<file path="config.mk">
export PLATFORM = sky130hd
export DESIGN_NAME = dual_adc_serial_ctrl
export DESIGN_NICKNAME = d
export VERILOG_FILES = /design/src/inc/adc_ctrl_pkg.sv /design/src/hdl/dual_adc_serial_ctrl.sv /design/src/hdl/sample_fifo.sv
export VERILOG_INCLUDE_DIRS = /design/src /design/src/inc
export SDC_FILE = /design/constraint.sdc
export NUM_CORES = 1
export LEC_CHECK = 0
export BUFFER_PORTS_ARGS = -buffer_cell sky130_fd_sc_hd__buf_2
export CORE_ASPECT_RATIO = 0.7
export CORE_UTILIZATION = 50
export CTS_CLUSTER_SIZE = 10
export DETAILED_ROUTE_END_ITERATION = 16
export HOLD_SLACK_MARGIN = 0.08
export PLACE_DENSITY = 0.66
export SYNTH_ARGS = -nofsm -noshare
export SYNTH_HDL_FRONTEND = slang
export SYNTH_SLANG_ARGS = --single-unit
</file>
<file path="constraint.sdc">
create_clock -name clock -period 3 [get_ports clock]
set_input_delay 0.15 -clock clock [delete_from_list [all_inputs] [get_ports clock]]
set_output_delay 0.15 -clock clock [all_outputs]
set_load 0.01 [all_outputs]
</file>
<file path="src/inc/adc_ctrl_regs.svh">
// Purpose: named constants of the two-input converter serial control block
// Assumes: control word arrives most significant bit first on the serial input
// Notes: types live in adc_ctrl_pkg
//
// How it works
// - simultaneous frame and clock fall: next rise first
// - no warm-up; first result from input a
// - channel-select bits sit at word bits 5..3; only bit 3 is decoded, bits 5 and 4 are ignored
// - bits 7..6 and 2..0 change nothing
// - bits 4..3: 00 input a, 01 input b
// - result is unsigned straight-binary twelve-bit code
// - power down while deselected and after 16th fall
// - sixteen clocks per conversion, back to back allowed
// - conversions repeat while frame select stays low
// - track three clocks, convert twelve, MSB on fifth
// - first eight rising edges carry the control word
// - serial output released while frame select high
`ifndef ADC_CTRL_REGS_SVH
`define ADC_CTRL_REGS_SVH

`define CTRL_WIDTH 8
`define CTRL_RESET 8'h00
`define CHSEL_HI 5
`define CHSEL_MID 4
`define CHSEL_LO 3
`define RISE_CTRL_LAST 4'h7
`define RISE_LAST 4'hf
`define RES_WIDTH 12
`define RES_ZERO 12'h000
`define CYC_NONE 5'h00
`define CYC_FIRST 5'h01
`define CYC_TRACK_MID 5'h02
`define CYC_TRACK_LAST 5'h03
`define CYC_HOLD 5'h04
`define CYC_MSB 5'h05
`define CYC_LAST 5'h10
`define CYC_PRE_LAST 5'h0f
`define FIFO_DEPTH 32

`endif
</file>
<file path="src/inc/adc_ctrl_pkg.sv">
// Purpose: shared types of the converter serial control block
// Assumes: nothing beyond the constant header
// Notes: channel and phase encodings are left to the tools
package adc_ctrl_pkg;
  typedef enum logic {CHAN_A, CHAN_B} chan_t;
  typedef enum logic [1:0] {PH_SLEEP, PH_TRACK, PH_CONVERT} phase_t;
endpackage : adc_ctrl_pkg

</file>
<file path="src/hdl/dual_adc_serial_ctrl.sv">
// Purpose: serial control of a two-input twelve-bit converter
// Assumes: frame select, serial clock and serial input come from the host, async to clock
// Notes: serial clock is sampled, not used as a clock; it must run well below clock/4
`timescale 1ns/1ps
`default_nettype none
`include "adc_ctrl_regs.svh"
module dual_adc_serial_ctrl (
  input wire logic clock,
  input wire logic nrst,
  input wire logic csN,
  input wire logic sclk,
  input wire logic din,
  output logic doutO,
  output logic doutOe,
  output adc_ctrl_pkg::chan_t chanSel,
  output logic trackMode,
  output logic powerDown,
  output logic sampleReq,
  output adc_ctrl_pkg::chan_t sampleChan,
  input wire logic [`RES_WIDTH-1:0] convData,
  input wire logic convValid,
  output logic convReady
);
  logic csMeta;
  logic csSync;
  logic csLast;
  logic sclkMeta;
  logic sclkSync;
  logic sclkLast;
  logic dinMeta;
  logic dinSync;
  logic sclkRise;
  logic sclkFall;
  logic frameStart;
  logic [4:0] cycle;
  logic [4:0] next_cycle;
  logic [3:0] riseCnt;
  logic [3:0] next_riseCnt;
  logic [`CTRL_WIDTH-1:0] inputSelectControl;
  logic [`CTRL_WIDTH-1:0] next_inputSelectControl;
  adc_ctrl_pkg::chan_t pendingChan;
  adc_ctrl_pkg::chan_t next_pendingChan;
  adc_ctrl_pkg::chan_t activeChan;
  adc_ctrl_pkg::chan_t next_activeChan;
  adc_ctrl_pkg::chan_t next_sampleChan;
  adc_ctrl_pkg::phase_t phase;
  logic [`RES_WIDTH-1:0] shifter;
  logic [`RES_WIDTH-1:0] next_shifter;
  logic next_doutO;
  logic next_sampleReq;
  logic popValid;
  logic popReady;
  logic [`RES_WIDTH-1:0] popData;
  logic everCommit;
  logic [`CTRL_WIDTH-1:0] word;

  // two-stage synchronisers; edge detection reads only the second stage onward
  always_ff @(posedge clock or negedge nrst) begin
    if (!nrst) begin
      csMeta <= 1'b1;
      csSync <= 1'b1;
      csLast <= 1'b1;
      sclkMeta <= 1'b0;
      sclkSync <= 1'b0;
      sclkLast <= 1'b0;
      dinMeta <= 1'b0;
      dinSync <= 1'b0;
    end else begin
      csMeta <= csN;
      csSync <= csMeta;
      csLast <= csSync;
      sclkMeta <= sclk;
      sclkSync <= sclkMeta;
      sclkLast <= sclkSync;
      dinMeta <= din;
      dinSync <= dinMeta;
    end
  end

  // with the clock already low, the frame select fall doubles as the first internal falling clock edge
  assign sclkRise = sclkSync && !sclkLast;
  assign sclkFall = !sclkSync && sclkLast;
  assign frameStart = !csSync && csLast;
  assign word = {inputSelectControl[`CTRL_WIDTH-2:0], dinSync};
  // result word is taken at the start of the fifth clock
  assign popReady = !csSync && !frameStart && sclkFall && (cycle == `CYC_HOLD);

  // result buffer: a stalled shifter leaves words here, and a full buffer stalls the core
  sample_fifo #(
    .WIDTH(`RES_WIDTH),
    .DEPTH(`FIFO_DEPTH)
  ) u_fifo (
    .clock(clock),
    .nrst(nrst),
    .inValid(convValid),
    .inReady(convReady),
    .inData(convData),
    .outValid(popValid),
    .outReady(popReady),
    .outData(popData)
  );

  // frame sequencing, control word capture and output shifting
  always_comb begin
    next_cycle = cycle;
    next_riseCnt = riseCnt;
    next_inputSelectControl = inputSelectControl;
    next_pendingChan = pendingChan;
    next_activeChan = activeChan;
    next_shifter = shifter;
    next_doutO = doutO;
    next_sampleReq = 1'b0;
    next_sampleChan = sampleChan;
    if (csSync) begin
      next_cycle = `CYC_NONE;
      next_riseCnt = 4'h0;
      next_doutO = 1'b0;
    end else if (frameStart) begin
      // clock already low: this fall is the first falling edge
      next_cycle = sclkSync ? `CYC_NONE : `CYC_FIRST;
      next_riseCnt = 4'h0;
      next_doutO = 1'b0;
    end else begin
      if (sclkRise) begin
        if (riseCnt <= `RISE_CTRL_LAST) begin
          next_inputSelectControl = word;
        end
        if (riseCnt == `RISE_CTRL_LAST) begin
          // only bit 3 is looked at; bit 5 and the spare bits are ignored
          next_pendingChan = word[`CHSEL_LO] ? adc_ctrl_pkg::CHAN_B : adc_ctrl_pkg::CHAN_A;
        end
        if (riseCnt == `RISE_LAST) begin
          next_riseCnt = 4'h0;
          next_activeChan = pendingChan; // takes effect for the next track phase
        end else begin
          next_riseCnt = riseCnt + 4'h1;
        end
      end
      if (sclkFall) begin
        // wrap after sixteen clocks keeps converting while selected
        next_cycle = (cycle == `CYC_LAST || cycle == `CYC_NONE) ? `CYC_FIRST : cycle + 5'h01;
        if (next_cycle == `CYC_HOLD) begin
          next_sampleReq = 1'b1;
          next_sampleChan = activeChan;
          next_doutO = 1'b0;
        end else if (next_cycle == `CYC_MSB) begin
          // empty buffer yields zeros rather than stale data
          next_doutO = popValid ? popData[`RES_WIDTH-1] : 1'b0;
          next_shifter = popValid ? {popData[`RES_WIDTH-2:0], 1'b0} : `RES_ZERO;
        end else if (next_cycle > `CYC_MSB) begin
          next_doutO = shifter[`RES_WIDTH-1];
          next_shifter = {shifter[`RES_WIDTH-2:0], 1'b0};
        end else begin
          next_doutO = 1'b0;
        end
      end
    end
  end

  // power-up state selects input a, no warm-up needed
  always_ff @(posedge clock or negedge nrst) begin
    if (!nrst) begin
      cycle <= `CYC_NONE;
      riseCnt <= 4'h0;
      inputSelectControl <= `CTRL_RESET;
      pendingChan <= adc_ctrl_pkg::CHAN_A;
      activeChan <= adc_ctrl_pkg::CHAN_A;
      shifter <= `RES_ZERO;
      doutO <= 1'b0;
      sampleReq <= 1'b0;
      sampleChan <= adc_ctrl_pkg::CHAN_A;
    end else begin
      cycle <= next_cycle;
      riseCnt <= next_riseCnt;
      inputSelectControl <= next_inputSelectControl;
      pendingChan <= next_pendingChan;
      activeChan <= next_activeChan;
      shifter <= next_shifter;
      doutO <= next_doutO;
      sampleReq <= next_sampleReq;
      sampleChan <= next_sampleChan;
    end
  end

  // phase decode from the clock position inside the conversion
  always_comb begin
    case (cycle)
      `CYC_NONE: phase = adc_ctrl_pkg::PH_SLEEP;
      `CYC_LAST: phase = adc_ctrl_pkg::PH_SLEEP;
      `CYC_FIRST, `CYC_TRACK_MID, `CYC_TRACK_LAST: phase = adc_ctrl_pkg::PH_TRACK;
      default: phase = adc_ctrl_pkg::PH_CONVERT;
    endcase
  end

  assign trackMode = (phase == adc_ctrl_pkg::PH_TRACK) && !csSync;
  assign powerDown = csSync || (phase == adc_ctrl_pkg::PH_SLEEP);
  assign doutOe = !csSync;
  assign chanSel = activeChan;

  // helper for the power-up channel check
  always_ff @(posedge clock or negedge nrst) begin
    if (!nrst) begin
      everCommit <= 1'b0;
    end else begin
      everCommit <= everCommit || (sclkRise && riseCnt == `RISE_LAST && !csSync && !frameStart);
    end
  end
endmodule : dual_adc_serial_ctrl
`default_nettype wire

</file>
<file path="src/hdl/sample_fifo.sv">
// Purpose: result buffer between the analog core and the serial shifter
// Assumes: one clock, asynchronous active-low reset
// Notes: pointers carry one extra bit so full and empty are exact
`timescale 1ns/1ps
`default_nettype none
module sample_fifo #(
  parameter int WIDTH = 12,
  parameter int DEPTH = 32
) (
  input wire logic clock,
  input wire logic nrst,
  input wire logic inValid,
  output logic inReady,
  input wire logic [WIDTH-1:0] inData,
  output logic outValid,
  input wire logic outReady,
  output logic [WIDTH-1:0] outData
);
  localparam int AW = $clog2(DEPTH);
  logic [WIDTH-1:0] mem [DEPTH];
  logic [AW:0] wrPtr;
  logic [AW:0] rdPtr;
  logic [AW:0] next_wrPtr;
  logic [AW:0] next_rdPtr;
  logic doWrite;
  logic doRead;

  // full when pointers differ only in the wrap bit
  assign inReady = !((wrPtr[AW] != rdPtr[AW]) && (wrPtr[AW-1:0] == rdPtr[AW-1:0]));
  assign outValid = (wrPtr != rdPtr);
  assign outData = mem[rdPtr[AW-1:0]];
  assign doWrite = inValid && inReady;
  assign doRead = outValid && outReady;

  // pointer advance
  always_comb begin
    next_wrPtr = doWrite ? wrPtr + 1'b1 : wrPtr;
    next_rdPtr = doRead ? rdPtr + 1'b1 : rdPtr;
  end

  always_ff @(posedge clock or negedge nrst) begin
    if (!nrst) begin
      wrPtr <= '0;
      rdPtr <= '0;
    end else begin
      wrPtr <= next_wrPtr;
      rdPtr <= next_rdPtr;
    end
  end

  // storage has no reset; only written entries are ever read
  always_ff @(posedge clock) begin
    if (doWrite) begin
      mem[wrPtr[AW-1:0]] <= inData;
    end
  end
endmodule : sample_fifo
`default_nettype wire

</file>
# --- After elaboration in Yosys (flattened, before gate mapping) ---
# Memory sizes are Yosys's and may differ from the RTL's.
# Cells that the tools add are included.
word_totals:
  reg_bits: 49
  ram_bits: 384
  in_bits: 18
  out_inout_bits: 8
  elab_cells: 98
  mem_count: 1
mem_list:
  columns: ["memory", "depth", "word_bits", "read_ports", "rd_ports_with_merged_regs", "wr", "line", "rtl"]
  rows:
  - ["u_fifo.mem", 32, 12, 1, 0, 1, "sample_fifo.sv:20", "logic [WIDTH-1:0] mem [DEPTH];"]
op_classes:
  add_sub_neg: 4
  n_lt_le_gt_ge: 2
  eq_ne: 13
  muxes: 27
  n_bitwise: 3
  reduce_logical: 29
ops:
  columns: ["op", "count"]
  rows:
  - ["two-way mux 12 bit", 3]
  - ["two-way mux 5 bit", 4]
  - ["two-way mux 4 bit", 4]
  - ["AND reduction 4 bit", 4]
  - ["== test 5 x 3 -> 1 bit, second input constant", 3]
  - ["two-way mux 1 bit", 15]
  - ["adder 6 x 1 -> 6 bit, second input constant", 2]
  - ["== test 5 x 2 -> 1 bit, second input constant", 2]
  - ["logical AND 1 bit", 10]
  - ["inequality test 6 bit", 1]
  - ["nonzero test 3 bit", 2]
  - ["adder 5 x 1 -> 5 bit, second input constant", 1]
  - ["== test 5 x 1 -> 1 bit, second input constant", 1]
  - ["== test 5 bit", 1]
  - ["== test 5 bit, second input constant", 1]
  - ["greater-than comparator 5 x 3 -> 1 bit, second input constant", 1]
  - ["zero test 1 bit", 5]
  - ["zero test 5 bit", 1]
  - ["AND reduction 5 bit", 1]
  - ["adder 4 x 1 -> 4 bit, second input constant", 1]
  - ["== test 4 x 3 -> 1 bit, second input constant", 1]
  - ["== test 4 bit, second input constant", 1]
  - ["less-or-equal comparator 4 x 3 -> 1 bit, second input constant", 1]
  - ["one-hot mux 2 bit (2 select lines)", 1]
  - ["8 further kinds", 11]

# --- Depth between registers and ports, before layout ---
logic_depth:
  word_depth: 10
  mapped_depth: 10
  mapped_depth_nobuf: 8

# --- Cells and area by module ---
# Synthesis repeated with hierarchy kept, for this count alone.
hier_totals:
  hier_cells: 1098
  hier_area_um2: 17586.9
modules_own_cells:
  columns: ["module", "instances", "cells_each", "area_each_um2", "seq_area_each_um2"]
  rows:
  - ["sample_fifo", 1, 920, 15658.8, 11831.3]
  - ["dual_adc_serial_ctrl", 1, 178, 1928.1, 904.6]

# --- Worst setup path before layout ---
# No wires, ideal clock.
synth_path:
  path_type: "flip-flop to flip-flop"
  start: "reg u_fifo.rdPtr[1]"
  end: "mem u_fifo.mem[31][0] (enable)"
  t_arrival_ns: 1.925
  slack_ns: 0.695
  stages_incl_launch_ff: 10
  path_buffers: 4
  cell_sequence: "dfrtp_1 > buf_6 > buf_6 > xnor2_1 > nand2_1 > o31a_1 > buf_2 > nand2_1 > buf_2 > nor2_1"
synth_between:
  elab_chain_len: 6
synth_lines:
  columns: ["item", "line", "rtl"]
  rows:
  - ["start: declaration", "sample_fifo.sv:22", "logic [AW:0] rdPtr;"]
  - ["start signal: assignment", "sample_fifo.sv:47", "rdPtr <= next_rdPtr;"]
  - ["== test 5 bit", "sample_fifo.sv:29", "assign inReady = !((wrPtr[AW] != rdPtr[AW]) && (wrPtr[AW-1:0] == rdPtr[AW-1:0]));"]
  - ["logical AND 1 bit", "sample_fifo.sv:29", null]
  - ["zero test 1 bit", "sample_fifo.sv:29", null]
  - ["logical AND 1 bit", "sample_fifo.sv:32", "assign doWrite = inValid && inReady;"]
  - ["two-way mux 1 bit", "sample_fifo.sv:53", "if (doWrite) begin"]
  - ["two-way mux 1 bit (implied by the code)", "sample_fifo.sv:54", "mem[wrPtr[AW-1:0]] <= inData;"]
  - ["end: declaration", "sample_fifo.sv:20", null]
# Every way passes these cells.

# --- Worst setup path in the final report ---
layout_path:
  start: "reg u_fifo.rdPtr[1]"
  end: "reg shifter[3]"
layout_between:
  elab_chain_len: 3
  elab_cells_between_ends: 4
  classes_between: "eq/ne: 1; mux: 2; memory: 1"
layout_lines:
  columns: ["item", "line", "rtl"]
  rows:
  - ["memory read (32 x 12 bit) / inequality test 6 bit (equally long branches)", null, null]
  - ["two-way mux 12 bit (no source line) *", null, null]
  - ["two-way mux 12 bit *", "dual_adc_serial_ctrl.sv:146", "end else if (next_cycle == `CYC_MSB) begin"]
  - ["end signal: assignment", "dual_adc_serial_ctrl.sv:168", "shifter <= `RES_ZERO;"]
  - ["end signal: assignment", "dual_adc_serial_ctrl.sv:178", "shifter <= next_shifter;"]
  - ["end: declaration", "dual_adc_serial_ctrl.sv:47", "logic [`RES_WIDTH-1:0] shifter;"]
# Mark *: on every way between the ends. The rest lies on a longest branch, timed or not.
# A chain may end at the register's enable or synchronous reset.

==> metrics list <==
- The total overflow left after global routing is 0.
- Total power draw: 13.3 mW
- Transition time at the pin with the least slew margin: 1.12 ns
- Global-route wire length before repair: 60,300 um
* Cell breakdown of the critical path: buf_4 -> inv_1 -> nor2_1 -> buf_4 -> a211oi_1 -> a211oi_1 -> buf_4 -> a211oi_1 -> a211o_1
- Before CTS, the worst setup slack after placement is 0.308 ns.
- In the post-synthesis netlist, the biggest area contributors are edfxtp_1 (67%), mux4_2 (7.0%), dfrtp_1 (6.5%).
* Power per cell area: 676 nW/um^2
- Number of pins with negative max-slew slack in the final report: 0
* Clk Latency, worst-skew pair: 0.56 ns
- Highest achievable clock rate: 0.351 GHz
- Setup TNS after final layout: 0 ns
- 0 antenna diodes ended up in the layout.
- Dividing the detail-routed via count by the number of cells gives 6.00.
- Clock skew: 0.0189 ns
- In this run the worst hold path is classified as in -> reg.
* Port-buffer cells: 25
- Remaining antenna violation count after routing: 0
- The via count of the first global-routing pass came to 9,151.
* Maximum resistive drop on vdd: 0.000628 V
* Area post-placement: 18,300 um^2
* Syn nets: 990
- The die is 158 um tall.
* Post-detailed-route DRC marker count: 0
- The post-route netlist has 22.3% of its cells at a drive strength greater than 1.
- Final Core Density: 58.4%
* Clock tree buffer depth: 3
- Part of the cycle the worst path needs: 95.0%
* Crit path largest cell delay: 0.63 ns
- Most common library cells after synthesis: edfxtp_1 (384), mux2i_1 (62), nor2_1 (56)
- After clock tree synthesis, the setup repair step added 0 buffers.
- Yosys printed 0 warnings.
* Number of synthesized register bits: 432
* Die outline area: 35,300 um^2
- STA puts the critical path data required time at 3.42 ns.
- Area added between synthesis and finish: 14.0%
* Largest net degree at the start of global routing: 34
- Effective utilization at floorplan: 51.2%
- After routing the design area is 19,700 um^2.
* Gr usage total: 23.6%
- CP max stage cell: dfrtp_2
- After synthesis, the mean cell area works out to 18.0 um^2.
- The first detailed-routing pass ran for 5 iterations.
- Unique masters post-synth: 61
- Setup violation total in the final timing report: 0
* Hold Violations, Final: 0
- Sequential cell area fraction in the yosys report: 73.6%
- Max H-tree Level: 2
* Filler instances: 2,592
- Synthesis produced 962 cells.
- Horiz. Die Dim: 224 um
- After clock tree synthesis, the clock-pin slew on the worst setup and hold paths is 0.07 ns.
- Number of violations of the max-capacitance limit: 0
- DR iter-0 viols: 1,048
- Cell with the most instances after synthesis: edfxtp_1
- TritonCTS built the clock tree.
- Number of antenna violations at the first check in global routing: 3
- Post-route worst setup slack: 0.149 ns
- Routed length per placed instance: 26.2 um
- The top cell type by area accounts for 66.7% of the synthesized area.
- Nature of the critical path endpoint: register
* Detail Placement HPWL: 25,900 um
- In this run the core area contains 56 standard-cell rows.
- Sink count of the clock tree: 432
- Nets@finish: 1,090
* Rel. slew slack: 25.1%
- For this run, asynchronously set or reset flops after synthesis account for 11.1%.
* RSZ-0062 raised after global routing: no
- TritonCTS Buffers: 49
- Data arrival time of the critical path: 3.27 ns
* Placeable Area: 33,800 um^2
- Time the worst path needs with I/O delays and setup: 2.85 ns
- Post-synthesis instance area: 17,300 um^2
* Count of flip-flops with a built-in enable after synthesis: 384
* Path type of the worst setup path: reg -> reg
- Summed over all instances, the cell type with the most area after synthesis is edfxtp_1.
* Commonest register cell after synthesis: edfxtp_1
- Critical path startpoint category: register
- Total wire length: 40,800 um
* Leakage power figure: 6.32 nW
* Run status: completed
- For this block, the via count after detailed routing is 9,349.
* Ports placed on the boundary: 26
* Library cell used as clock root buffer: clkbuf_16
- Routability-driven placement finished with a final weighted congestion of 0.902.
* Critical-path maximum fanout: 19
-- flip-flops by register name, indices dropped and copies added (netlist names), 3 cells and up --
register,cells
shifter,11
cycle,5
u_fifo.mem,384
inputSelectControl,3
riseCnt,4
u_fifo.rdPtr,6
u_fifo.wrPtr,6
-- through the flow --
step	hold slack (ns)	instances
4_1_cts	0.142	1557
5_1_grt	0.147	1557
2_1_floorplan	-0.146	962
6_report	0.138	1557
3_5_place_dp	0.257	1471
3_3_place_gp	0.256	1471
-- critical path, delay by kind of cell (launching register included) --
kind | cells | cell delay [ns]
AO/OA/AOI/OAI | 4 | 0.94
buffers and inverters | 4 | 0.92
flip-flops | 1 | 0.63
AND/OR/NAND/NOR | 1 | 0.21
-- layout by cell type, fill, tap and decap left out, types with 11 or more instances in the layout --
master,netlist,final
inv_1,13,13
nor2_1,56,56
xnor2_1,14,14
mux4_2,54,54
nor2b_1,15,15
a211oi_1,26,26
clkbuf_1,10,29
a21oi_1,24,24
o22ai_1,11,11
nand2_1,37,37
edfxtp_1,384,384
clkbuf_16,0,51
mux2_2,18,18
o221ai_1,19,19
mux2i_1,62,62
buf_4,8,69
buf_2,25,25
dfrtp_1,45,42
-- layout make-up --
type                       count  area (um^2)  share of cell area [%]
sequential                   432        12700                    64.6
multi-input combinational    464         4180                    21.2
clock buffer                  80         1390                    7.02
timing repair buffer         102          763                    3.87
tap                          464          581                    2.94
inverter                      13         48.8                   0.247
clock inverter                 2         17.5                  0.0888
-- report_power, final --
| part | total (mW) | switching (mW) | internal, mW |
|---|---|---|---|
| logic | 0.954 | 0.661 | 0.293 |
| registers | 7.05 | 0.119 | 6.93 |
| clock network | 5.33 | 2.21 | 3.12 |
| total | 13.3 | 2.99 | 10.3 |
-- cells by family (layout without fill, tap and decap cells) --
family	after synthesis	count (layout)	synth area share, %
flip-flops	432	432	73.6
AND/OR/NAND/NOR	161	161	4.62
AO/OA/AOI/OAI	139	139	5.96
multiplexers	137	137	12.0
buffers and inverters	66	197	2.18
XOR/XNOR	17	17	0.861
adder cells (fa/ha/maj)	10	10	0.723
-- timing repair --
| action | CTS | global route |
|---|---|---|
| hold buffers | 4 | 0 |
| resized for setup | 0 | 0 |
| endpoints found under the hold margin | 30 | 0 |
-- layer usage --
metal  wire length (um)  GRT usage, %  vias to the layer above
li1                   -             -                     4057
met1              18300          35.2                     4810
met2              17900          34.6                      412
met3               3830          6.98                       70
met4                769          5.18                        0
met5                  0             0                        -
-- final timing paths --
path	from	endpoint	slack (ns)	cells after the start
min in group asynchronous	nrst	sampleReq	0.21	2
min	convData[11]	u_fifo.mem[27][11]	0.14	1
max reg2reg	u_fifo.rdPtr[1]	shifter[3]	0.15	9
min reg2reg	csMeta	csSync	0.35	0
max	u_fifo.rdPtr[1]	shifter[3]	0.15	9
max in group asynchronous	nrst	shifter[8]	2.12	3
No activity file was read; power rests on OpenSTA's default activity.
